$ cat src/hdl/cvr_regs.svh
`ifndef CVR_REGS_SVH
`define CVR_REGS_SVH

// ****************************************************************
// Register indices; the byte address is four times the index
// ****************************************************************
`define CVR_IDX_INTCTL   8'h0b
`define CVR_IDX_PFLAGS   8'h0c
`define CVR_IDX_CMPCTL   8'h1f
`define CVR_IDX_PADIR    8'h85
`define CVR_IDX_PENABLES 8'h8c
`define CVR_IDX_REFCTL   8'h9f
`define CVR_IDX_IRQSTAT  8'ha0
`define CVR_IDX_IRQMASK  8'ha1

// ****************************************************************
// Reset values and writable masks
// ****************************************************************
`define CVR_RST_PADIR    8'h1f
`define CVR_RST_ZERO     8'h00
`define CVR_MASK_CMPCTL  8'h0f
`define CVR_MASK_REFCTL  8'hef
`define CVR_MASK_PADIR   8'h1f
`define CVR_MASK_INTCTL  8'hc0
`define CVR_MASK_IRQ     8'h03

// ****************************************************************
// Field positions
// ****************************************************************
`define CVR_BIT_CHG      6
`define CVR_BIT_GIE      7
`define CVR_BIT_PERIPHERAL_INTERRUPT_ENABLE     6
`define CVR_BIT_REN      7
`define CVR_BIT_ROE      6
`define CVR_BIT_RNG      5
`define CVR_BIT_PIN      2
`define CVR_BIT_CIS      3
`define CVR_MODE_MSB     2
`define CVR_LVL_MSB      3
`define CVR_MODE_INTREF  3'h2
`define CVR_EV_CHG       0
`define CVR_EV_CMPWR     1

`endif

$ cat src/hdl/cvr_pkg.sv
package cvr_pkg;
  typedef enum logic [1:0] {
    CVR_IDLE   = 2'b00,
    CVR_ACCESS = 2'b01
  } cvr_apb_t;

  typedef struct packed {
    cvr_apb_t   ph;
    logic [7:0] cmpctl;
    logic [7:0] refctl;
    logic [7:0] padir;
    logic [7:0] intctl;
    logic       chg;
    logic       cmpen;
    logic [1:0] latched;
    logic [1:0] irqstat;
    logic [1:0] irqmask;
    logic [31:0] rdata;
  } cvr_state_t;
endpackage

$ cat src/hdl/cvr_sync2.sv
`timescale 1ns/1ns
`default_nettype none
// ****************************************************************
// Two-stage synchroniser for comparator results
// ****************************************************************
module cvr_sync2 (
  input  wire logic       pclk,    // Clock
  input  wire logic       presetn, // Async reset
  input  wire logic [1:0] d_in,    // Asynchronous inputs
  output logic      [1:0] q_out    // Synchronised outputs
);
  logic [1:0] meta_ff;
  logic [1:0] sync_ff;

  // First stage only feeds second stage
  always_ff @(posedge pclk or negedge presetn) begin
    if (!presetn) begin
      meta_ff <= 2'h0;
      sync_ff <= 2'h0;
    end else begin
      meta_ff <= d_in;
      sync_ff <= meta_ff;
    end
  end

  assign q_out = sync_ff;
endmodule
`default_nettype wire

$ cat src/hdl/cvr_ladder.sv
`timescale 1ns/1ns
`default_nettype none
`include "cvr_regs.svh"
// ****************************************************************
// Ladder tap decode from reference control
// ****************************************************************
module cvr_ladder
  import cvr_pkg::*;
(
  input  wire logic [7:0] refctl,     // Reference control value
  input  wire logic       pin_dir,    // Port A bit 2 direction
  output logic            ladder_en,  // Ladder powered
  output logic            range_low,  // Range select
  output logic      [3:0] tap_sel,    // Tap select
  output logic            pin_connect // Reference to pin switch
);
  // Only the pin switch gates on enable; range and tap outputs follow refctl when off
  assign ladder_en   = refctl[`CVR_BIT_REN];
  assign range_low   = refctl[`CVR_BIT_RNG];
  assign tap_sel     = refctl[`CVR_LVL_MSB:0];
  assign pin_connect = refctl[`CVR_BIT_ROE] & pin_dir & refctl[`CVR_BIT_REN];
endmodule
`default_nettype wire

$ cat src/hdl/cvr_top.sv
// Design decision made here: the APB interface to the registers.
`timescale 1ns/1ns
`default_nettype none
`include "cvr_regs.svh"
// How it works
// A result change during a control register read may miss the flag.
// Reference picks one of sixteen ladder taps in each range.
// Clearing the enable bit powers the ladder down.
// Range bit one: output is level over 24 times supply.
// Range bit zero: quarter supply plus level over 32 times supply.
// Software waits for settling after changing the level.
// Every reset clears enable, pin output, range and level bits.
// Wake from sleep keeps reference control contents.
// Software disables reference before sleep to save current.
// Reference works regardless of comparator mode.
// Pin connects only when direction is input and pin output set.
// Unimplemented bits read zero; unchanged bits kept on warm reset.
// Mode 010 routes internal reference to both non-inverting inputs.
// Change flag sets when results differ from latched; access relatches.
// Reference write updates ladder outputs on the completing edge.
module cvr_top
  import cvr_pkg::*;
(
  input  wire logic        pclk,          // APB clock
  input  wire logic        presetn,       // Async reset, active low
  input  wire logic        psel,          // APB select
  input  wire logic        penable,       // APB enable
  input  wire logic        pwrite,        // APB direction
  input  wire logic [31:0] paddr,         // APB byte address
  input  wire logic [31:0] pwdata,        // APB write data
  input  wire logic [3:0]  pstrb,         // APB byte strobes
  output logic             pready,        // APB ready
  output logic      [31:0] prdata,        // APB read data
  output logic             pslverr,       // APB error
  input  wire logic [1:0]  cmp_result,    // Raw comparator outputs
  output logic             ladder_en,     // Ladder power
  output logic             range_low,     // Range select bit
  output logic      [3:0]  tap_sel,       // Tap select
  output logic             pin_connect,   // Reference to pin switch
  output logic      [2:0]  cmp_mode,      // Comparator mode field
  output logic             cmp_in_switch, // Comparator input switch
  output logic             int_ref_sel,   // Internal reference to inputs
  output logic             cpu_irq,       // Core interrupt request
  output logic             irq            // Block interrupt, level
);
  // ****************************************************************
  // State and decode
  // ****************************************************************
  cvr_state_t st_ff;
  cvr_state_t nxt_st;
  logic [1:0] cmp_sync;
  logic       setup;
  logic       access;
  logic       wr_en;
  logic       rd_en;
  logic [7:0] idx;
  logic       mapped;
  logic [7:0] rd_byte;
  logic [1:0] ev;

  // Merge writable bits only where the low byte lane is strobed
  function automatic logic [7:0] merge(input logic [7:0] old_v, input logic [7:0] new_v,
                                       input logic [7:0] mask, input logic lane);
    merge = lane ? ((old_v & ~mask) | (new_v & mask)) : old_v;
  endfunction

  // Address to index, word aligned only
  function automatic logic is_addr(input logic [31:0] a, input logic [7:0] i);
    is_addr = (a[31:10] == 22'h0) && (a[9:2] == i) && (a[1:0] == 2'h0);
  endfunction

  cvr_sync2 u_sync (
    .pclk    (pclk),
    .presetn (presetn),
    .d_in    (cmp_result),
    .q_out   (cmp_sync)
  );

  cvr_ladder u_ladder (
    .refctl      (st_ff.refctl),
    .pin_dir     (st_ff.padir[`CVR_BIT_PIN]),
    .ladder_en   (ladder_en),
    .range_low   (range_low),
    .tap_sel     (tap_sel),
    .pin_connect (pin_connect)
  );

  // Bus phase qualifiers, zero wait states
  assign setup  = psel & ~penable;
  assign access = psel & penable;
  assign wr_en  = access & pwrite;
  assign rd_en  = access & ~pwrite;
  assign mapped = is_addr(paddr, `CVR_IDX_INTCTL) | is_addr(paddr, `CVR_IDX_PFLAGS)
                | is_addr(paddr, `CVR_IDX_CMPCTL) | is_addr(paddr, `CVR_IDX_PADIR)
                | is_addr(paddr, `CVR_IDX_PENABLES) | is_addr(paddr, `CVR_IDX_REFCTL)
                | is_addr(paddr, `CVR_IDX_IRQSTAT) | is_addr(paddr, `CVR_IDX_IRQMASK);
  assign idx    = paddr[9:2];

  // Read mux; unimplemented bits read zero
  always_comb begin
    rd_byte = `CVR_RST_ZERO;
    case (idx)
      `CVR_IDX_CMPCTL:   rd_byte = {cmp_sync, 2'h0, st_ff.cmpctl[`CVR_BIT_CIS:0]};
      `CVR_IDX_REFCTL:   rd_byte = st_ff.refctl & `CVR_MASK_REFCTL;
      `CVR_IDX_PADIR:    rd_byte = st_ff.padir & `CVR_MASK_PADIR;
      `CVR_IDX_INTCTL:   rd_byte = st_ff.intctl & `CVR_MASK_INTCTL;
      `CVR_IDX_PFLAGS:   rd_byte = {1'b0, st_ff.chg, 6'h0};
      `CVR_IDX_PENABLES: rd_byte = {1'b0, st_ff.cmpen, 6'h0};
      `CVR_IDX_IRQSTAT:  rd_byte = {6'h0, st_ff.irqstat};
      `CVR_IDX_IRQMASK:  rd_byte = {6'h0, st_ff.irqmask};
      default:           rd_byte = `CVR_RST_ZERO;
    endcase
    if (!mapped) begin
      rd_byte = `CVR_RST_ZERO;
    end
  end

  // ****************************************************************
  // Next state
  // ****************************************************************
  always_comb begin
    nxt_st = st_ff;
    ev     = 2'h0;
    case (st_ff.ph)
      CVR_IDLE:   nxt_st.ph = setup ? CVR_ACCESS : CVR_IDLE;
      CVR_ACCESS: nxt_st.ph = setup ? CVR_ACCESS : CVR_IDLE;
      default:    nxt_st.ph = CVR_IDLE;
    endcase

    // Mismatch against latched results raises the change flag
    if (cmp_sync != st_ff.latched) begin
      ev[`CVR_EV_CHG] = 1'b1;
    end

    // Read data captured at setup so it stands through the access phase
    if (setup && !pwrite && mapped) begin
      nxt_st.rdata = {24'h0, rd_byte};
    end

    if (wr_en && mapped) begin
      case (idx)
        `CVR_IDX_CMPCTL: begin
          nxt_st.cmpctl = merge(st_ff.cmpctl, pwdata[7:0], `CVR_MASK_CMPCTL, pstrb[0]);
          ev[`CVR_EV_CMPWR] = pstrb[0];
        end
        `CVR_IDX_REFCTL:   nxt_st.refctl = merge(st_ff.refctl, pwdata[7:0],
                                                 `CVR_MASK_REFCTL, pstrb[0]);
        `CVR_IDX_PADIR:    nxt_st.padir  = merge(st_ff.padir, pwdata[7:0],
                                                 `CVR_MASK_PADIR, pstrb[0]);
        `CVR_IDX_INTCTL:   nxt_st.intctl = merge(st_ff.intctl, pwdata[7:0],
                                                 `CVR_MASK_INTCTL, pstrb[0]);
        `CVR_IDX_PFLAGS:   nxt_st.chg    = pstrb[0] ? pwdata[`CVR_BIT_CHG] : st_ff.chg;
        `CVR_IDX_PENABLES: nxt_st.cmpen  = pstrb[0] ? pwdata[`CVR_BIT_CHG] : st_ff.cmpen;
        `CVR_IDX_IRQMASK:  nxt_st.irqmask = pstrb[0] ? 2'(pwdata[7:0] & `CVR_MASK_IRQ)
                                                     : st_ff.irqmask;
        default:           nxt_st.padir  = st_ff.padir;
      endcase
    end

    // Any access of comparator control relatches the results it returns
    if (setup && mapped && (idx == `CVR_IDX_CMPCTL)) begin
      nxt_st.latched = cmp_sync;
      ev[`CVR_EV_CHG] = 1'b0;
    end

    // Hardware set wins over software clear
    if (ev[`CVR_EV_CHG]) begin
      nxt_st.chg = 1'b1;
    end

    // Sticky status; a read clears only the bits it returned, set wins
    if (rd_en && mapped && (idx == `CVR_IDX_IRQSTAT)) begin
      nxt_st.irqstat = st_ff.irqstat & ~st_ff.rdata[1:0];
    end
    nxt_st.irqstat = nxt_st.irqstat | ev;
  end

  // ****************************************************************
  // State register; reset clears all control bits except padir, which loads 8'h1f
  // ****************************************************************
  always_ff @(posedge pclk or negedge presetn) begin
    if (!presetn) begin
      st_ff         <= '0;
      st_ff.padir   <= `CVR_RST_PADIR;
      st_ff.refctl  <= `CVR_RST_ZERO;
    end else begin
      st_ff <= nxt_st;
    end
  end

  // ****************************************************************
  // Outputs
  // ****************************************************************
  assign pready        = 1'b1;
  assign pslverr       = access & ~mapped;
  assign prdata        = st_ff.rdata;
  assign cmp_mode      = st_ff.cmpctl[`CVR_MODE_MSB:0];
  assign cmp_in_switch = st_ff.cmpctl[`CVR_BIT_CIS];
  assign int_ref_sel   = (st_ff.cmpctl[`CVR_MODE_MSB:0] == `CVR_MODE_INTREF);
  assign cpu_irq       = st_ff.chg & st_ff.cmpen & st_ff.intctl[`CVR_BIT_GIE]
                       & st_ff.intctl[`CVR_BIT_PERIPHERAL_INTERRUPT_ENABLE];
  assign irq           = |(st_ff.irqstat & st_ff.irqmask);
endmodule
`default_nettype wire

$ cat config.mk
export PLATFORM = sky130hd
export DESIGN_NAME = cvr_top
export DESIGN_NICKNAME = d
export VERILOG_FILES = /design/src/hdl/cvr_pkg.sv /design/src/hdl/cvr_sync2.sv /design/src/hdl/cvr_ladder.sv /design/src/hdl/cvr_top.sv
export VERILOG_INCLUDE_DIRS = /design/src /design/src/hdl
export SDC_FILE = /design/constraint.sdc
export NUM_CORES = 1
export LEC_CHECK = 0
export BUFFER_PORTS_ARGS = -buffer_cell sky130_fd_sc_hd__buf_2
export CORE_MARGIN = 5
export CORE_UTILIZATION = 41
export CTS_CLUSTER_DIAMETER = 120
export CTS_CLUSTER_SIZE = 10
export DETAILED_ROUTE_END_ITERATION = 8
export PLACE_DENSITY_LB_ADDON = 0.2
export SYNTH_ARGS = -nofsm -noshare
export SYNTH_HDL_FRONTEND = slang
export SYNTH_HIERARCHICAL = 1
export SYNTH_SLANG_ARGS = --single-unit
$ cat constraint.sdc
create_clock -name pclk -period 1.7 [get_ports pclk]
set_clock_uncertainty 0.05 [all_clocks]
set_input_delay 0.255 -clock pclk [delete_from_list [all_inputs] [get_ports pclk]]
set_output_delay 0.255 -clock pclk [all_outputs]
set_load 0.02 [all_outputs]
==> results_dict.tcl <==
set metrics [dict create \
    postSynth.asyncResetShare_pct 100 \
    cp_top_family "compound AO/OA/AOI/OAI gates" \
    ir_drop_uv 294 \
    ant_nets 0 \
    hpwlAfterDp_mm 4.25 \
    clkSinkCount 38 \
    synth_seq_cells 38 \
    netlist_area_um2 2280 \
    grt_usage_pct 15.3 \
    numPortBuffers 70 \
    slew_violations 0 \
    die_w_um 84.6 \
    synth-edff-count 0 \
    die_area_um2 7160 \
    layout_common_cells "64 x buf_2, 33 x dfrtp_1, 29 x buf_4" \
    crit_fanout 4 \
    n_antenna_cell 0 \
    synth_area_per_cell_um2 11.0 \
    place_ws_ns -0.690 \
    clock_latency_ns 0.29 \
    cp-start-kind "input port" \
    ioPinCount 123 \
    cts_buffers 5 \
    drt-total-wl_mm 5.26 \
    critPathMostFrequentCell "buf_6" \
    critPathSlowestCell "or4b_4" \
    maxCapViolCount 0 \
    drive_above_1_share_pct 53.8 \
    path_cells "buf_6 > or4b_4 > a311oi_4 > a2111oi_2 > buf_4 > o211a_1 > buf_6" \
    regToRegSetupSlack_ns 0.16 \
    worstPathArrival_ns 1.76 \
    p_leak_nw 1.66 \
    antenna_found_initial 0 \
    die_h_um 84.6 \
    clock_path_buffers 2 \
    cellPowerDensity_nw_per_um2 577 \
    setup-tns-final_ns -3.42 \
    drc 0 \
    hold_path_class "input port to flop" \
    avgRoutedWirePerCell_um 14.0 \
    drtPass1Iterations 4 \
    cp.required_ns 1.39 \
    hold_viol_final 0 \
    synth_cell_types 46 \
    routed_via_density 4.83 \
    area_delta_synth_final_pct 36.2 \
    grt_pass1_wl_mm 8.78 \
    rows 27 \
    min_period_ns 2.06 \
    worst_hold_slack_ns 0.0207 \
    setup_viol 17 \
    grt_pass1_vias 1806 \
    start_util_pct 41.7 \
    htreeDepth 2 \
    cts_tree "built" \
    status "finished with violations" \
    setup.worst_path.class "input port to primary output" \
    path_buf_inv 3 \
    violations "negative setup slack" \
    total_power_mw 1.80 \
    timing.final.crit_share_pct 121 \
    dr.first_iter.drc_count 82 \
    gr-total-overflow 0 \
    layout_setup_ws_ns -0.363 \
    grt_max_degree 39 \
    core-area_um2 5470 \
    timing.fmax_ghz 0.485 \
    num-nets-final 377 \
    seq_area_frac_synth_pct 41.9 \
    syn_inst 208 \
    synth_warnings 6 \
    rsz0062_at_grt "true" \
    final_common_cell "buf_2" \
    worstSetupEndpointType "primary output" \
    place_congestion 0.782 \
    crit_path_max_incr_delay_ns 0.54 \
    path_clk_slew_ns 0.07 \
    vias 1811 \
    synth-main-ff-cell "dfrtp_1" \
    root_buffer "clkbuf_8" \
]
## path summary, 6_finish.rpt
check / startpoint / end / cells after the start
max: paddr[2] / pslverr / 7
min: cmp_result[0] / u_sync/meta_ff[0] / 1
max reg2reg: st_ff[34] / prdata[0] / 4
min reg2reg: u_sync/meta_ff[0] / u_sync/q_out[0] / 0
max in group asynchronous: presetn / st_ff[50] / 3
min in group asynchronous: presetn / u_sync/q_out[1] / 3
## repair_timing
action	in CTS	in global routing
endpoints found under the hold margin	33	0
setup endpoints to repair	32	29
pin swaps	9	8
hold buffers	1	0
setup buffers	2	1
resized for setup	23	12
## synth_stat cells, drive strengths merged, types with 3 or more instances
cell	count	area, um^2
dfrtp	33	826
nand2	17	63.8
nor4b	3	47.5
buf	45	345
a222oi	3	30.0
and4	3	26.3
a22oi	3	22.5
mux2i	3	30.0
inv	6	22.5
nor3	7	45.0
dfstp	5	131
nand4	8	50.1
mux2	30	357
nor4	6	37.5
## report_power, final
group / total, mW / switching [mW] / internal [mW]
registers: 0.912 / 0.00349 / 0.909
clock network: 0.639 / 0.313 / 0.326
logic: 0.245 / 0.143 / 0.102
## layout make-up
cell class / instances / area [um^2]
Clock buffer: 6 / 82.6
Clock inverter: 2 / 12.5
Fill cell: 523 / 2360
Inverter: 6 / 22.5
Multi-Input combinational cell: 140 / 1200
Sequential cell: 38 / 957
Tap cell: 72 / 90.1
Timing Repair Buffer: 111 / 739
## registers in the layout, indices dropped and copies added, names as in the netlist
name,flops
cmp_in_switch,1
cmp_mode,3
prdata,8
st_ff,22
u_sync/meta_ff,2
u_sync/q_out,2
## stage by stage
stage / instance area (um^2) / util, % / instances
2_1_floorplan: 2460 / - / 231
6_report: 3110 / 56.8 / 375
4_1_cts: 3040 / 55.5 / 374
3_3_place_gp: 2810 / 51.4 / 363
3_5_place_dp: 2810 / 51.4 / 363
5_1_grt: 3110 / 56.8 / 375
## logic make-up after synthesis
| group | count (synthesis) | share of synthesized area (%) |
|---|---|---|
| simple gates | 64 | 17.6 |
| buf+inv | 53 | 16.6 |
| flops | 38 | 41.9 |
| mux | 33 | 16.9 |
| compound gates | 16 | 5.86 |
| xor+xnor | 2 | 0.767 |
| other cells | 2 | 0.329 |
## metal layers
layer,part of all wire [%],vias to the layer above,global-route usage (%),wire [um]
met5,0,-,0,0
met4,1.2,0,4.32,63
met3,5.9,7,3.73,309
met2,50,55,25.3,2620
met1,43,877,19.9,2270
li1,-,872,-,-
## worst register-to-register path: cells and delay by family, from the launching register on
family           cells  cell delay (ns)
multiplexers         2             0.54
flip-flops           1             0.40
AO/OA/AOI/OAI        1             0.35
AND/OR/NAND/NOR      1             0.11
Power figures use the tool's default switching activity.
